$ cat src/design/hup_pkg.sv
// Functional notes
// - UART starts at fixed 115200 bps, no autobaud
// - Host command raises rate, at most 3 Mbps
// - Bytes LSB first, no parity, one stop bit
// - Host interrupt active high, edge or level
// - Multi-byte fields travel little-endian
// - Five-wire: four UART lines plus interrupt
// - Host should prefer the five-wire arrangement
// - Four-wire host stays awake or start-edge wakes
// - Three-wire host stays awake or start-edge wakes
// - Three-wire host absorbs full-rate data unthrottled
// - Device raises interrupt when host service pending
// - Host SPI clock at most 20 MHz, device slave
// - Device answers only while select low
// - Device drives its data on master-in line
// - Hibernate request low puts device in hibernate
// - Select leads and trails clock by 10 ns
package hup_pkg;
   localparam int unsigned CLK_HZ        = 200_000_000;
   localparam int unsigned CLK_PERIOD_NS = 5;
   localparam int unsigned INIT_BAUD     = 115_200;
   localparam int unsigned MAX_BAUD      = 3_000_000;
   localparam int unsigned SPI_MAX_HZ    = 20_000_000;
   localparam int unsigned SEL_GUARD_NS  = 10;
   localparam int unsigned DIV_W         = 16;
   // Cycles per bit; the ceiling rounds the divisor up so the rate stays below the limit
   localparam logic [15:0] INIT_DIV      = 16'(CLK_HZ / INIT_BAUD);
   localparam logic [15:0] MIN_DIV       = 16'((CLK_HZ + MAX_BAUD - 1) / MAX_BAUD);
   localparam logic [7:0]  SPI_HALF_CYC  = 8'((CLK_HZ + 2 * SPI_MAX_HZ - 1) / (2 * SPI_MAX_HZ));
   localparam logic [7:0]  SEL_GUARD_CYC = 8'((SEL_GUARD_NS + CLK_PERIOD_NS - 1) / CLK_PERIOD_NS);
   localparam logic [7:0]  CMD_BAUD      = 8'hB7;
   localparam logic [3:0]  UART_LAST_BIT = 4'h9;
   localparam logic [2:0]  SPI_LAST_BIT  = 3'h7;
endpackage

$ cat src/design/hup_link_if.sv
interface hup_link_if;
   logic dev_to_host;
   logic host_to_dev;
   logic host_rts_n;
   logic dev_rts_n;
   logic host_irq_out;
   logic spi_sclk;
   logic host_select_n;
   logic spi_mosi;
   logic spi_miso;
   logic spi_miso_oe;
   logic hibernate_req_n;

   modport dev (
      output dev_to_host,
      input  host_to_dev,
      input  host_rts_n,
      output dev_rts_n,
      output host_irq_out,
      input  spi_sclk,
      input  host_select_n,
      input  spi_mosi,
      output spi_miso,
      output spi_miso_oe,
      input  hibernate_req_n
   );

   modport host (
      input  dev_to_host,
      output host_to_dev,
      output host_rts_n,
      input  dev_rts_n,
      input  host_irq_out,
      output spi_sclk,
      output host_select_n,
      output spi_mosi,
      input  spi_miso,
      input  spi_miso_oe,
      output hibernate_req_n
   );
endinterface

$ cat src/design/hup_dev_end.sv
module hup_uart #(
   parameter int DIV_W = 16
) (
   input  wire logic             clk,
   input  wire logic             reset_n,
   input  wire logic [DIV_W-1:0] div,
   input  wire logic [7:0]       tx_data,
   input  wire logic             tx_valid,
   input  wire logic             tx_allow,
   output logic                  tx_ready,
   output logic                  tx_idle,
   output logic                  tx_line,
   input  wire logic             rx_line,
   output logic [7:0]            rx_data,
   output logic                  rx_valid
);
   logic             tx_busy, next_tx_busy;
   logic [DIV_W-1:0] tx_cnt, next_tx_cnt;
   logic [3:0]       tx_bit, next_tx_bit;
   logic [9:0]       tx_shift, next_tx_shift;
   logic             rx_busy, next_rx_busy;
   logic [DIV_W-1:0] rx_cnt, next_rx_cnt;
   logic [3:0]       rx_bit, next_rx_bit;
   logic [7:0]       rx_shift, next_rx_shift;
   logic [7:0]       next_rx_data;
   logic             next_rx_valid;

   assign tx_ready = !tx_busy && tx_allow;
   assign tx_idle  = !tx_busy;
   assign tx_line  = tx_shift[0];

   always_comb begin
      next_tx_busy  = tx_busy;
      next_tx_cnt   = tx_cnt;
      next_tx_bit   = tx_bit;
      next_tx_shift = tx_shift;
      if (!tx_busy) begin
         if (tx_valid && tx_allow) begin
            // Start bit, data LSB first, one stop bit, no parity
            next_tx_shift = {1'b1, tx_data, 1'b0};
            next_tx_busy  = 1'b1;
            next_tx_cnt   = div - 1'b1;
            next_tx_bit   = 4'h0;
         end
      end else if (tx_cnt == '0) begin
         next_tx_shift = {1'b1, tx_shift[9:1]};
         next_tx_cnt   = div - 1'b1;
         next_tx_bit   = tx_bit + 4'h1;
         if (tx_bit == hup_pkg::UART_LAST_BIT) begin
            next_tx_busy = 1'b0;
         end
      end else begin
         next_tx_cnt = tx_cnt - 1'b1;
      end
   end

   always_comb begin
      next_rx_busy  = rx_busy;
      next_rx_cnt   = rx_cnt;
      next_rx_bit   = rx_bit;
      next_rx_shift = rx_shift;
      next_rx_data  = rx_data;
      next_rx_valid = 1'b0;
      if (!rx_busy) begin
         if (!rx_line) begin
            next_rx_busy = 1'b1;
            next_rx_cnt  = div >> 1;
            next_rx_bit  = 4'h0;
         end
      end else if (rx_cnt == '0) begin
         next_rx_cnt = div - 1'b1;
         next_rx_bit = rx_bit + 4'h1;
         if (rx_bit == 4'h0) begin
            // Glitch rather than start bit
            if (rx_line) begin
               next_rx_busy = 1'b0;
            end
         end else if (rx_bit == hup_pkg::UART_LAST_BIT) begin
            next_rx_busy = 1'b0;
            if (rx_line) begin
               next_rx_data  = rx_shift;
               next_rx_valid = 1'b1;
            end
         end else begin
            next_rx_shift = {rx_line, rx_shift[7:1]};
         end
      end else begin
         next_rx_cnt = rx_cnt - 1'b1;
      end
   end

   always_ff @(posedge clk or negedge reset_n) begin
      if (!reset_n) begin
         tx_busy  <= 1'b0;
         tx_cnt   <= '0;
         tx_bit   <= 4'h0;
         tx_shift <= 10'h3FF;
         rx_busy  <= 1'b0;
         rx_cnt   <= '0;
         rx_bit   <= 4'h0;
         rx_shift <= 8'h00;
         rx_data  <= 8'h00;
         rx_valid <= 1'b0;
      end else begin
         tx_busy  <= next_tx_busy;
         tx_cnt   <= next_tx_cnt;
         tx_bit   <= next_tx_bit;
         tx_shift <= next_tx_shift;
         rx_busy  <= next_rx_busy;
         rx_cnt   <= next_rx_cnt;
         rx_bit   <= next_rx_bit;
         rx_shift <= next_rx_shift;
         rx_data  <= next_rx_data;
         rx_valid <= next_rx_valid;
      end
   end
endmodule


$ cat src/design/hup_host_end.sv
module hup_host_end (
   input  wire logic        clk,
   input  wire logic        reset_n,
   hup_link_if.host         link,
   input  wire logic [7:0]  tx_data,
   input  wire logic        tx_valid,
   output logic             tx_ready,
   output logic [7:0]       rx_data,
   output logic             rx_valid,
   input  wire logic        rx_hold,
   input  wire logic        flow_en,
   input  wire logic        baud_req,
   input  wire logic [15:0] baud_div_in,
   output logic             baud_busy,
   output logic [15:0]      baud_div,
   output logic             irq_event,
   output logic             irq_level,
   input  wire logic        spi_start,
   input  wire logic [7:0]  spi_wdata,
   output logic             spi_busy,
   output logic [7:0]       spi_rdata,
   output logic             spi_done,
   input  wire logic        hib_req
);
   typedef enum logic [2:0] {HUP_HB_IDLE, HUP_HB_CMD, HUP_HB_LO, HUP_HB_HI, HUP_HB_WAIT}
      hup_hb_state_t;
   typedef enum logic [1:0] {HUP_SP_IDLE, HUP_SP_SETUP, HUP_SP_RUN, HUP_SP_HOLD} hup_sp_state_t;

   hup_hb_state_t hb_state, next_hb_state;
   hup_sp_state_t sp_state, next_sp_state;
   logic [15:0]   pend_div, next_pend_div;
   logic [15:0]   next_baud_div;
   logic [7:0]    u_tx_data;
   logic          u_tx_valid, u_tx_ready, u_tx_idle, tx_allow;
   logic          irq_q, next_irq_q, next_irq_event;
   logic [7:0]    sp_cnt, next_sp_cnt;
   logic [4:0]    sp_edges, next_sp_edges;
   logic [7:0]    sp_shift, next_sp_shift;
   logic          sclk, next_sclk, sel_n, next_sel_n;
   logic [7:0]    next_spi_rdata;
   logic          next_spi_done;
   logic          next_rts_n, next_hib_n;

   assign tx_allow  = !flow_en || !link.dev_rts_n;
   assign baud_busy = hb_state != HUP_HB_IDLE;
   assign tx_ready  = !baud_busy && u_tx_ready;
   assign spi_busy  = sp_state != HUP_SP_IDLE;
   assign link.spi_sclk      = sclk;
   assign link.host_select_n = sel_n;
   assign link.spi_mosi      = sp_shift[7];

   always_comb begin
      u_tx_data  = tx_data;
      u_tx_valid = tx_valid && !baud_busy;
      case (hb_state)
         HUP_HB_CMD: u_tx_data = hup_pkg::CMD_BAUD;
         HUP_HB_LO:  u_tx_data = pend_div[7:0];
         HUP_HB_HI:  u_tx_data = pend_div[15:8];
         default:    u_tx_data = tx_data;
      endcase
      if (hb_state == HUP_HB_CMD || hb_state == HUP_HB_LO || hb_state == HUP_HB_HI) begin
         u_tx_valid = 1'b1;
      end
   end

   hup_uart #(.DIV_W(hup_pkg::DIV_W)) u_uart (
      .clk      (clk),
      .reset_n  (reset_n),
      .div      (baud_div),
      .tx_data  (u_tx_data),
      .tx_valid (u_tx_valid),
      .tx_allow (tx_allow),
      .tx_ready (u_tx_ready),
      .tx_idle  (u_tx_idle),
      .tx_line  (link.host_to_dev),
      .rx_line  (link.dev_to_host),
      .rx_data  (rx_data),
      .rx_valid (rx_valid)
   );

   // Own rate switches only after the last command byte has left
   always_comb begin
      next_hb_state = hb_state;
      next_pend_div = pend_div;
      next_baud_div = baud_div;
      case (hb_state)
         HUP_HB_IDLE: begin
            if (baud_req && u_tx_idle) begin
               next_pend_div = (baud_div_in < hup_pkg::MIN_DIV) ? hup_pkg::MIN_DIV : baud_div_in;
               next_hb_state = HUP_HB_CMD;
            end
         end
         HUP_HB_CMD:  if (u_tx_ready) next_hb_state = HUP_HB_LO;
         HUP_HB_LO:   if (u_tx_ready) next_hb_state = HUP_HB_HI;
         HUP_HB_HI:   if (u_tx_ready) next_hb_state = HUP_HB_WAIT;
         HUP_HB_WAIT: begin
            if (u_tx_idle) begin
               next_baud_div = pend_div;
               next_hb_state = HUP_HB_IDLE;
            end
         end
         default: next_hb_state = HUP_HB_IDLE;
      endcase
   end

   always_comb begin
      next_irq_q     = link.host_irq_out;
      next_irq_event = link.host_irq_out && !irq_q;
      next_rts_n     = rx_hold;
      next_hib_n     = !hib_req;
   end

   // SPI master: guard cycles around the clock burst
   always_comb begin
      next_sp_state  = sp_state;
      next_sp_cnt    = sp_cnt;
      next_sp_edges  = sp_edges;
      next_sp_shift  = sp_shift;
      next_sclk      = sclk;
      next_sel_n     = sel_n;
      next_spi_rdata = spi_rdata;
      next_spi_done  = 1'b0;
      case (sp_state)
         HUP_SP_IDLE: begin
            if (spi_start) begin
               next_sel_n    = 1'b0;
               next_sp_shift = spi_wdata;
               next_sp_cnt   = hup_pkg::SEL_GUARD_CYC;
               next_sp_state = HUP_SP_SETUP;
            end
         end
         HUP_SP_SETUP: begin
            if (sp_cnt <= 8'h1) begin
               next_sp_cnt   = hup_pkg::SPI_HALF_CYC;
               next_sp_edges = 5'h0;
               next_sp_state = HUP_SP_RUN;
            end else begin
               next_sp_cnt = sp_cnt - 8'h1;
            end
         end
         HUP_SP_RUN: begin
            if (sp_cnt <= 8'h1) begin
               next_sp_cnt   = hup_pkg::SPI_HALF_CYC;
               next_sp_edges = sp_edges + 5'h1;
               if (sp_edges[0] == 1'b0) begin
                  next_sclk = 1'b1;
               end else begin
                  // Shift on the falling edge so MOSI holds while the slave samples
                  next_sclk     = 1'b0;
                  next_sp_shift = {sp_shift[6:0], link.spi_miso};
                  if (sp_edges == 5'hF) begin
                     next_sp_cnt   = hup_pkg::SEL_GUARD_CYC;
                     next_sp_state = HUP_SP_HOLD;
                  end
               end
            end else begin
               next_sp_cnt = sp_cnt - 8'h1;
            end
         end
         HUP_SP_HOLD: begin
            if (sp_cnt <= 8'h1) begin
               next_sel_n     = 1'b1;
               next_spi_rdata = sp_shift;
               next_spi_done  = 1'b1;
               next_sp_state  = HUP_SP_IDLE;
            end else begin
               next_sp_cnt = sp_cnt - 8'h1;
            end
         end
         default: next_sp_state = HUP_SP_IDLE;
      endcase
   end

   assign irq_level = irq_q;

   always_ff @(posedge clk or negedge reset_n) begin
      if (!reset_n) begin
         hb_state             <= HUP_HB_IDLE;
         pend_div             <= hup_pkg::INIT_DIV;
         baud_div             <= hup_pkg::INIT_DIV;
         irq_q                <= 1'b0;
         irq_event            <= 1'b0;
         link.host_rts_n      <= 1'b1;
         link.hibernate_req_n <= 1'b1;
         sp_state             <= HUP_SP_IDLE;
         sp_cnt               <= 8'h00;
         sp_edges             <= 5'h00;
         sp_shift             <= 8'h00;
         sclk                 <= 1'b0;
         sel_n                <= 1'b1;
         spi_rdata            <= 8'h00;
         spi_done             <= 1'b0;
      end else begin
         hb_state             <= next_hb_state;
         pend_div             <= next_pend_div;
         baud_div             <= next_baud_div;
         irq_q                <= next_irq_q;
         irq_event            <= next_irq_event;
         link.host_rts_n      <= next_rts_n;
         link.hibernate_req_n <= next_hib_n;
         sp_state             <= next_sp_state;
         sp_cnt               <= next_sp_cnt;
         sp_edges             <= next_sp_edges;
         sp_shift             <= next_sp_shift;
         sclk                 <= next_sclk;
         sel_n                <= next_sel_n;
         spi_rdata            <= next_spi_rdata;
         spi_done             <= next_spi_done;
      end
   end
endmodule

$ cat src/flat_wrapper.sv
// flat-port wrapper written by rule: the top's interface ports become plain ports
module hup_host_end_flat 
  (clk, reset_n, tx_data, tx_valid, tx_ready, rx_data, rx_valid, rx_hold, flow_en, baud_req, baud_div_in, baud_busy, baud_div, irq_event, irq_level, spi_start, spi_wdata, spi_busy, spi_rdata, spi_done, hib_req, link_dev_to_host, link_host_to_dev, link_host_rts_n, link_dev_rts_n, link_host_irq_out, link_spi_sclk, link_host_select_n, link_spi_mosi, link_spi_miso, link_spi_miso_oe, link_hibernate_req_n);
  hup_link_if link_i ();
  input  wire logic clk;
  input  wire logic reset_n;
  input  wire logic [7:0] tx_data;
  input  wire logic tx_valid;
  output logic tx_ready;
  output logic [7:0] rx_data;
  output logic rx_valid;
  input  wire logic rx_hold;
  input  wire logic flow_en;
  input  wire logic baud_req;
  input  wire logic [15:0] baud_div_in;
  output logic baud_busy;
  output logic [15:0] baud_div;
  output logic irq_event;
  output logic irq_level;
  input  wire logic spi_start;
  input  wire logic [7:0] spi_wdata;
  output logic spi_busy;
  output logic [7:0] spi_rdata;
  output logic spi_done;
  input  wire logic hib_req;
  input wire logic [$bits(link_i.dev_to_host)-1:0] link_dev_to_host;
  output wire logic [$bits(link_i.host_to_dev)-1:0] link_host_to_dev;
  output wire logic [$bits(link_i.host_rts_n)-1:0] link_host_rts_n;
  input wire logic [$bits(link_i.dev_rts_n)-1:0] link_dev_rts_n;
  input wire logic [$bits(link_i.host_irq_out)-1:0] link_host_irq_out;
  output wire logic [$bits(link_i.spi_sclk)-1:0] link_spi_sclk;
  output wire logic [$bits(link_i.host_select_n)-1:0] link_host_select_n;
  output wire logic [$bits(link_i.spi_mosi)-1:0] link_spi_mosi;
  input wire logic [$bits(link_i.spi_miso)-1:0] link_spi_miso;
  input wire logic [$bits(link_i.spi_miso_oe)-1:0] link_spi_miso_oe;
  output wire logic [$bits(link_i.hibernate_req_n)-1:0] link_hibernate_req_n;
  assign link_i.dev_to_host = link_dev_to_host;
  assign link_host_to_dev = link_i.host_to_dev;
  assign link_host_rts_n = link_i.host_rts_n;
  assign link_i.dev_rts_n = link_dev_rts_n;
  assign link_i.host_irq_out = link_host_irq_out;
  assign link_spi_sclk = link_i.spi_sclk;
  assign link_host_select_n = link_i.host_select_n;
  assign link_spi_mosi = link_i.spi_mosi;
  assign link_i.spi_miso = link_spi_miso;
  assign link_i.spi_miso_oe = link_spi_miso_oe;
  assign link_hibernate_req_n = link_i.hibernate_req_n;
  hup_host_end u_core (.clk(clk), .reset_n(reset_n), .link(link_i), .tx_data(tx_data), .tx_valid(tx_valid), .tx_ready(tx_ready), .rx_data(rx_data), .rx_valid(rx_valid), .rx_hold(rx_hold), .flow_en(flow_en), .baud_req(baud_req), .baud_div_in(baud_div_in), .baud_busy(baud_busy), .baud_div(baud_div), .irq_event(irq_event), .irq_level(irq_level), .spi_start(spi_start), .spi_wdata(spi_wdata), .spi_busy(spi_busy), .spi_rdata(spi_rdata), .spi_done(spi_done), .hib_req(hib_req));
endmodule
$ cat config.mk
export PLATFORM = sky130hd
export DESIGN_NAME = hup_host_end_flat
export DESIGN_NICKNAME = d
export VERILOG_FILES = /design/src/design/hup_pkg.sv /design/src/design/hup_link_if.sv /design/src/design/hup_dev_end.sv /design/src/design/hup_host_end.sv /design/src/flat_wrapper.sv
export SDC_FILE = /design/constraint.sdc
export NUM_CORES = 1
export LEC_CHECK = 0
export BUFFER_PORTS_ARGS = -buffer_cell sky130_fd_sc_hd__buf_2
export CAP_MARGIN = 5
export CORE_MARGIN = 8
export CORE_UTILIZATION = 63
export CTS_BUF_LIST = sky130_fd_sc_hd__clkbuf_4 sky130_fd_sc_hd__clkbuf_8 sky130_fd_sc_hd__clkbuf_16
export DETAILED_ROUTE_END_ITERATION = 8
export PLACE_DENSITY_LB_ADDON = 0.1
export RECOVER_POWER = 100
export SKIP_LAST_GASP = 1
export SLEW_MARGIN = 20
export SYNTH_ARGS = -nofsm -noshare
export SYNTH_HDL_FRONTEND = slang
export SYNTH_SLANG_ARGS = --single-unit
export TNS_END_PERCENT = 5
$ cat constraint.sdc
create_clock -name clk -period 4 [get_ports clk]
set_input_delay 0.4 -clock clk [delete_from_list [all_inputs] [get_ports clk]]
set_output_delay 0.4 -clock clk [all_outputs]
set_load 0.02 [all_outputs]
==> results.sh <==
export IMPL_core_um2=11860
export IMPL_finalSetupTns_ns=0
export IMPL_rsz0062_at_grt="false"
export IMPL_slowest_delay_ns=0.79
export IMPL_hp_start="rx_hold"
export IMPL_end_kind="flip-flop"
export IMPL_cts_tree="yes"
export IMPL_crit_path_cell_trace="inv_1, ha_1, or4b_1, nor3_1, and2_0, mux2_2, a21oi_1"
export IMPL_crit_arrival_ns=3.56
export IMPL_grt_max_degree=114
export IMPL_areaGrowthSynthToFinish_pct=13.17
export IMPL_hold_ws_ns=0.06947
export IMPL_drcViolationCount=0
export IMPL_final_core_util=0.7189
export IMPL_slowest_stage="and2_0"
export IMPL_sw_frac_of_total=0.3098
export IMPL_num_vias=6092
export IMPL_finalWirelength_um=18430
export IMPL_clkSlewWorstSetupHoldPaths_ns=0.07
export IMPL_rows=40
export IMPL_p_per_area_nw_per_um2=487.0
export IMPL_dr_pass1_iters=6
export IMPL_synth_seq_cells=141
export IMPL_cts_resized=0
export IMPL_gp_congestion=0.8428
export IMPL_violations="max-capacitance violations, max-slew violations"
export IMPL_dp_hpwl_um=13000
export IMPL_irDropWorstVdd_mv=0.3594
export IMPL_via_per_inst=6.204
export IMPL_drt_iter0_markers=500
export IMPL_slew_viol_final=114
export IMPL_maxCapViolCount=1
export IMPL_dieWidth_um=125.4
export IMPL_max_freq_mhz=310.3
export IMPL_synth_area_top_cells="dfrtp_1 40%, dfstp_2 7.7%, mux2_2 7.2%, o21ai_0 3.4%, nand2_1 3.1%"
export IMPL_p_seq_frac=0.462
export IMPL_synth_area_um2=7535
export IMPL_track_usage=0.2374
export IMPL_worstMarginPinSlew_ns=2.775
export IMPL_min_period_ns=3.223
export IMPL_wl_per_cell_um=18.77
export IMPL_yosys_warnings=0
export IMPL_final_antenna_net_count=0
export IMPL_outcome="finished with violations"
export IMPL_p_total_mw=4.153
export IMPL_grt_antenna_before_repair=0
export IMPL_ff2ff_path_depth=7
export IMPL_synth_top_area_share=0.3952
export IMPL_antenna_cells=0
export IMPL_clock_latency_ns=0.42
export IMPL_r2r_start="u_core.u_uart.rx_cnt[0]"
export IMPL_hold_depth=1
export IMPL_overflow=0
export IMPL_cp_data_required_time_ns=4.34
export IMPL_power_internal_mw=2.866
export IMPL_fillCellCount=899
export IMPL_synth_seq_area_share=0.4719
export IMPL_path_class="reg2reg"
export IMPL_holdPathEnd="u_core.link.host_rts_n"
export IMPL_finalHoldViolations=0
export IMPL_clock_tree_htree_level_count=4
export IMPL_synth_main_ff_cell="dfrtp_1"
export IMPL_cts_buffer_depth=2
export IMPL_yosysTopAreaCell="dfrtp_1"
export IMPL_async_flop_share=1.000
export IMPL_p_comb_frac=0.157
export IMPL_hold_class="in2reg"
export IMPL_setup_viol=0
export IMPL_drive_gt1_frac=0.1916
export IMPL_synth_edf_count=0
export IMPL_ff2ff_setup_slack_ns=0.78
export IMPL_grt_first_pass_wirelength_um=30280
export IMPL_syn_inst=750
export IMPL_p_switching_mw=1.287
export IMPL_hold_buffers=0
export IMPL_first_global_vias=6138
export IMPL_port_buffers=88
export IMPL_cts_sinks=141
export IMPL_fin_skew_ns=0.007986
export IMPL_ys_types=64
export IMPL_cp_start_kind="flip-flop"
export IMPL_finalNetCount=885
export IMPL_fin_crit_sh=0.8057
export IMPL_post_cts_setup_buffers=0
export IMPL_boundaryPins=90
export IMPL_cts_root_buf="clkbuf_16"
export IMPL_power_frac_clock=0.380
export IMPL_syn_nets=813
export IMPL_slew_headroom=-0.8498
export IMPL_cp_max_fo=14
export IMPL_p_leak_nw=3.758
export IMPL_design_die_area_um2=15720
export IMPL_avgSynthCellArea_um2=10.05
export IMPL_r2r_end="u_core.u_uart.rx_cnt[1]"
export IMPL_numCtsBuffers=17
export IMPL_die_height_um=125.4
export IMPL_initial_core_util=0.6352
worst max-delay path by stage:
| stage | start | to | slack, ns |
|---|---|---|---|
| final | u_core.u_uart.rx_cnt[0] | u_core.u_uart.rx_cnt[1] | 0.78 |
| after global routing | u_core.u_uart.tx_cnt[0] | u_core.u_uart.tx_cnt[2] | 0.56 |
| after CTS | u_core.u_uart.rx_cnt[0] | u_core.u_uart.rx_cnt[1] | 1.21 |
| after detailed placement | u_core.u_uart.rx_cnt[0] | u_core.u_uart.rx_cnt[1] | 1.29 |
| after global placement | u_core.u_uart.rx_cnt[0] | u_core.u_uart.rx_cnt[1] | 1.36 |
| after floorplan | u_core.u_uart.rx_cnt[0] | u_core.u_uart.rx_cnt[14] | 1.63 |
per-stage QoR:
step | cells | setup WS [ns] | area (um^2)
detailed placement | 950 | 1.288 | 8010
finish | 982 | 0.7772 | 8527
global placement | 950 | 1.362 | 8010
global route | 982 | 0.5608 | 8527
CTS | 982 | 1.215 | 8611
floorplan | 750 | 1.632 | 7535
per-layer routing:
metal / track usage / routed length (um)
met3: 0.06417 / 1068
met5: 0 / 0
met1: 0.2788 / 7480
met2: 0.4046 / 9378
met4: 0.09670 / 505
critical path, delay by kind of cell, from the launching register on:
family / cells / cell delay [ns]
simple gates: 3 / 1.85
buf+inv: 1 / 0.11
mux: 1 / 0.41
flops: 1 / 0.41
compound gates: 1 / 0.16
fa+ha+maj: 1 / 0.20
layout by cell type (no fill, tap or decap), drive strengths merged, types with 7 or more instances in the layout:
cell | Yosys | routed
a211oi | 9 | 9
a21oi | 41 | 41
a22o | 7 | 7
a31oi | 9 | 9
buf | 8 | 47
clkbuf | 29 | 61
dfrtp | 119 | 119
dfstp | 22 | 22
ha | 18 | 18
inv | 30 | 38
mux2 | 48 | 48
mux2i | 22 | 22
nand2 | 62 | 62
nand2b | 14 | 14
nand3 | 15 | 15
nor2 | 51 | 51
nor2b | 15 | 15
nor3 | 19 | 19
nor3b | 7 | 7
nor4 | 15 | 15
o211ai | 8 | 8
o21ai | 53 | 53
o22ai | 7 | 7
or3 | 14 | 14
or4 | 9 | 9
xnor2 | 15 | 15
xor2 | 17 | 17
cell type report:
class / instances / area [um^2] / area share
Multi-Input combinational cell: 541 / 3669 / 0.4302
Sequential cell: 141 / 3556 / 0.4170
Clock buffer: 17 / 425.4 / 0.04989
Timing Repair Buffer: 91 / 405.4 / 0.04754
Tap cell: 147 / 183.9 / 0.02157
Clock inverter: 15 / 175.2 / 0.02054
Inverter: 30 / 112.6 / 0.01321
logic make-up after synthesis:
group / after synthesis / share of synthesized area
AND/OR/NAND/NOR: 247 / 0.1729
AO/OA/AOI/OAI: 174 / 0.1486
flip-flops: 141 / 0.4719
multiplexers: 70 / 0.1010
buffers and inverters: 68 / 0.03853
XOR/XNOR: 32 / 0.03720
adder cells (fa/ha/maj): 18 / 0.02989
registers in the layout (all words and copies together) (netlist names), 4 cells and up:
signal,count
u_core.baud_div,16
u_core.u_uart.rx_data,8
u_core.spi_rdata,8
u_core.u_uart.tx_bit,4
u_core.u_uart.rx_shift,8
u_core.pend_div,16
u_core.sp_cnt,8
u_core.sp_edges,5
u_core.u_uart.tx_cnt,16
u_core.u_uart.rx_bit,4
u_core.u_uart.tx_shift,9
u_core.u_uart.rx_cnt,16
u_core.sp_shift,8
power by group through the flow:
stage	registers [mW]	clock network [mW]	logic [mW]
2_1_floorplan	1.84	0	0.536
3_3_place_gp	1.91	0	0.618
3_5_place_dp	1.93	0	0.654
4_1_cts	1.91	1.60	0.662
5_1_grt	1.95	1.66	0.734
6_report	1.92	1.58	0.654
synthesized netlist by cell type, drive strengths merged, types with 8 or more instances:
library cell / n
a31oi: 9
clkbuf: 29
o211ai: 8
dfstp: 22
a21oi: 41
mux2: 48
ha: 18
xnor2: 15
nor2b: 15
mux2i: 22
nand3: 15
nor2: 51
dfrtp: 119
nand2: 62
xor2: 17
or4: 9
a211oi: 9
nor3: 19
or3: 14
o21ai: 53
nand2b: 14
inv: 30
buf: 8
nor4: 15
(Power assumes the default switching activity.)
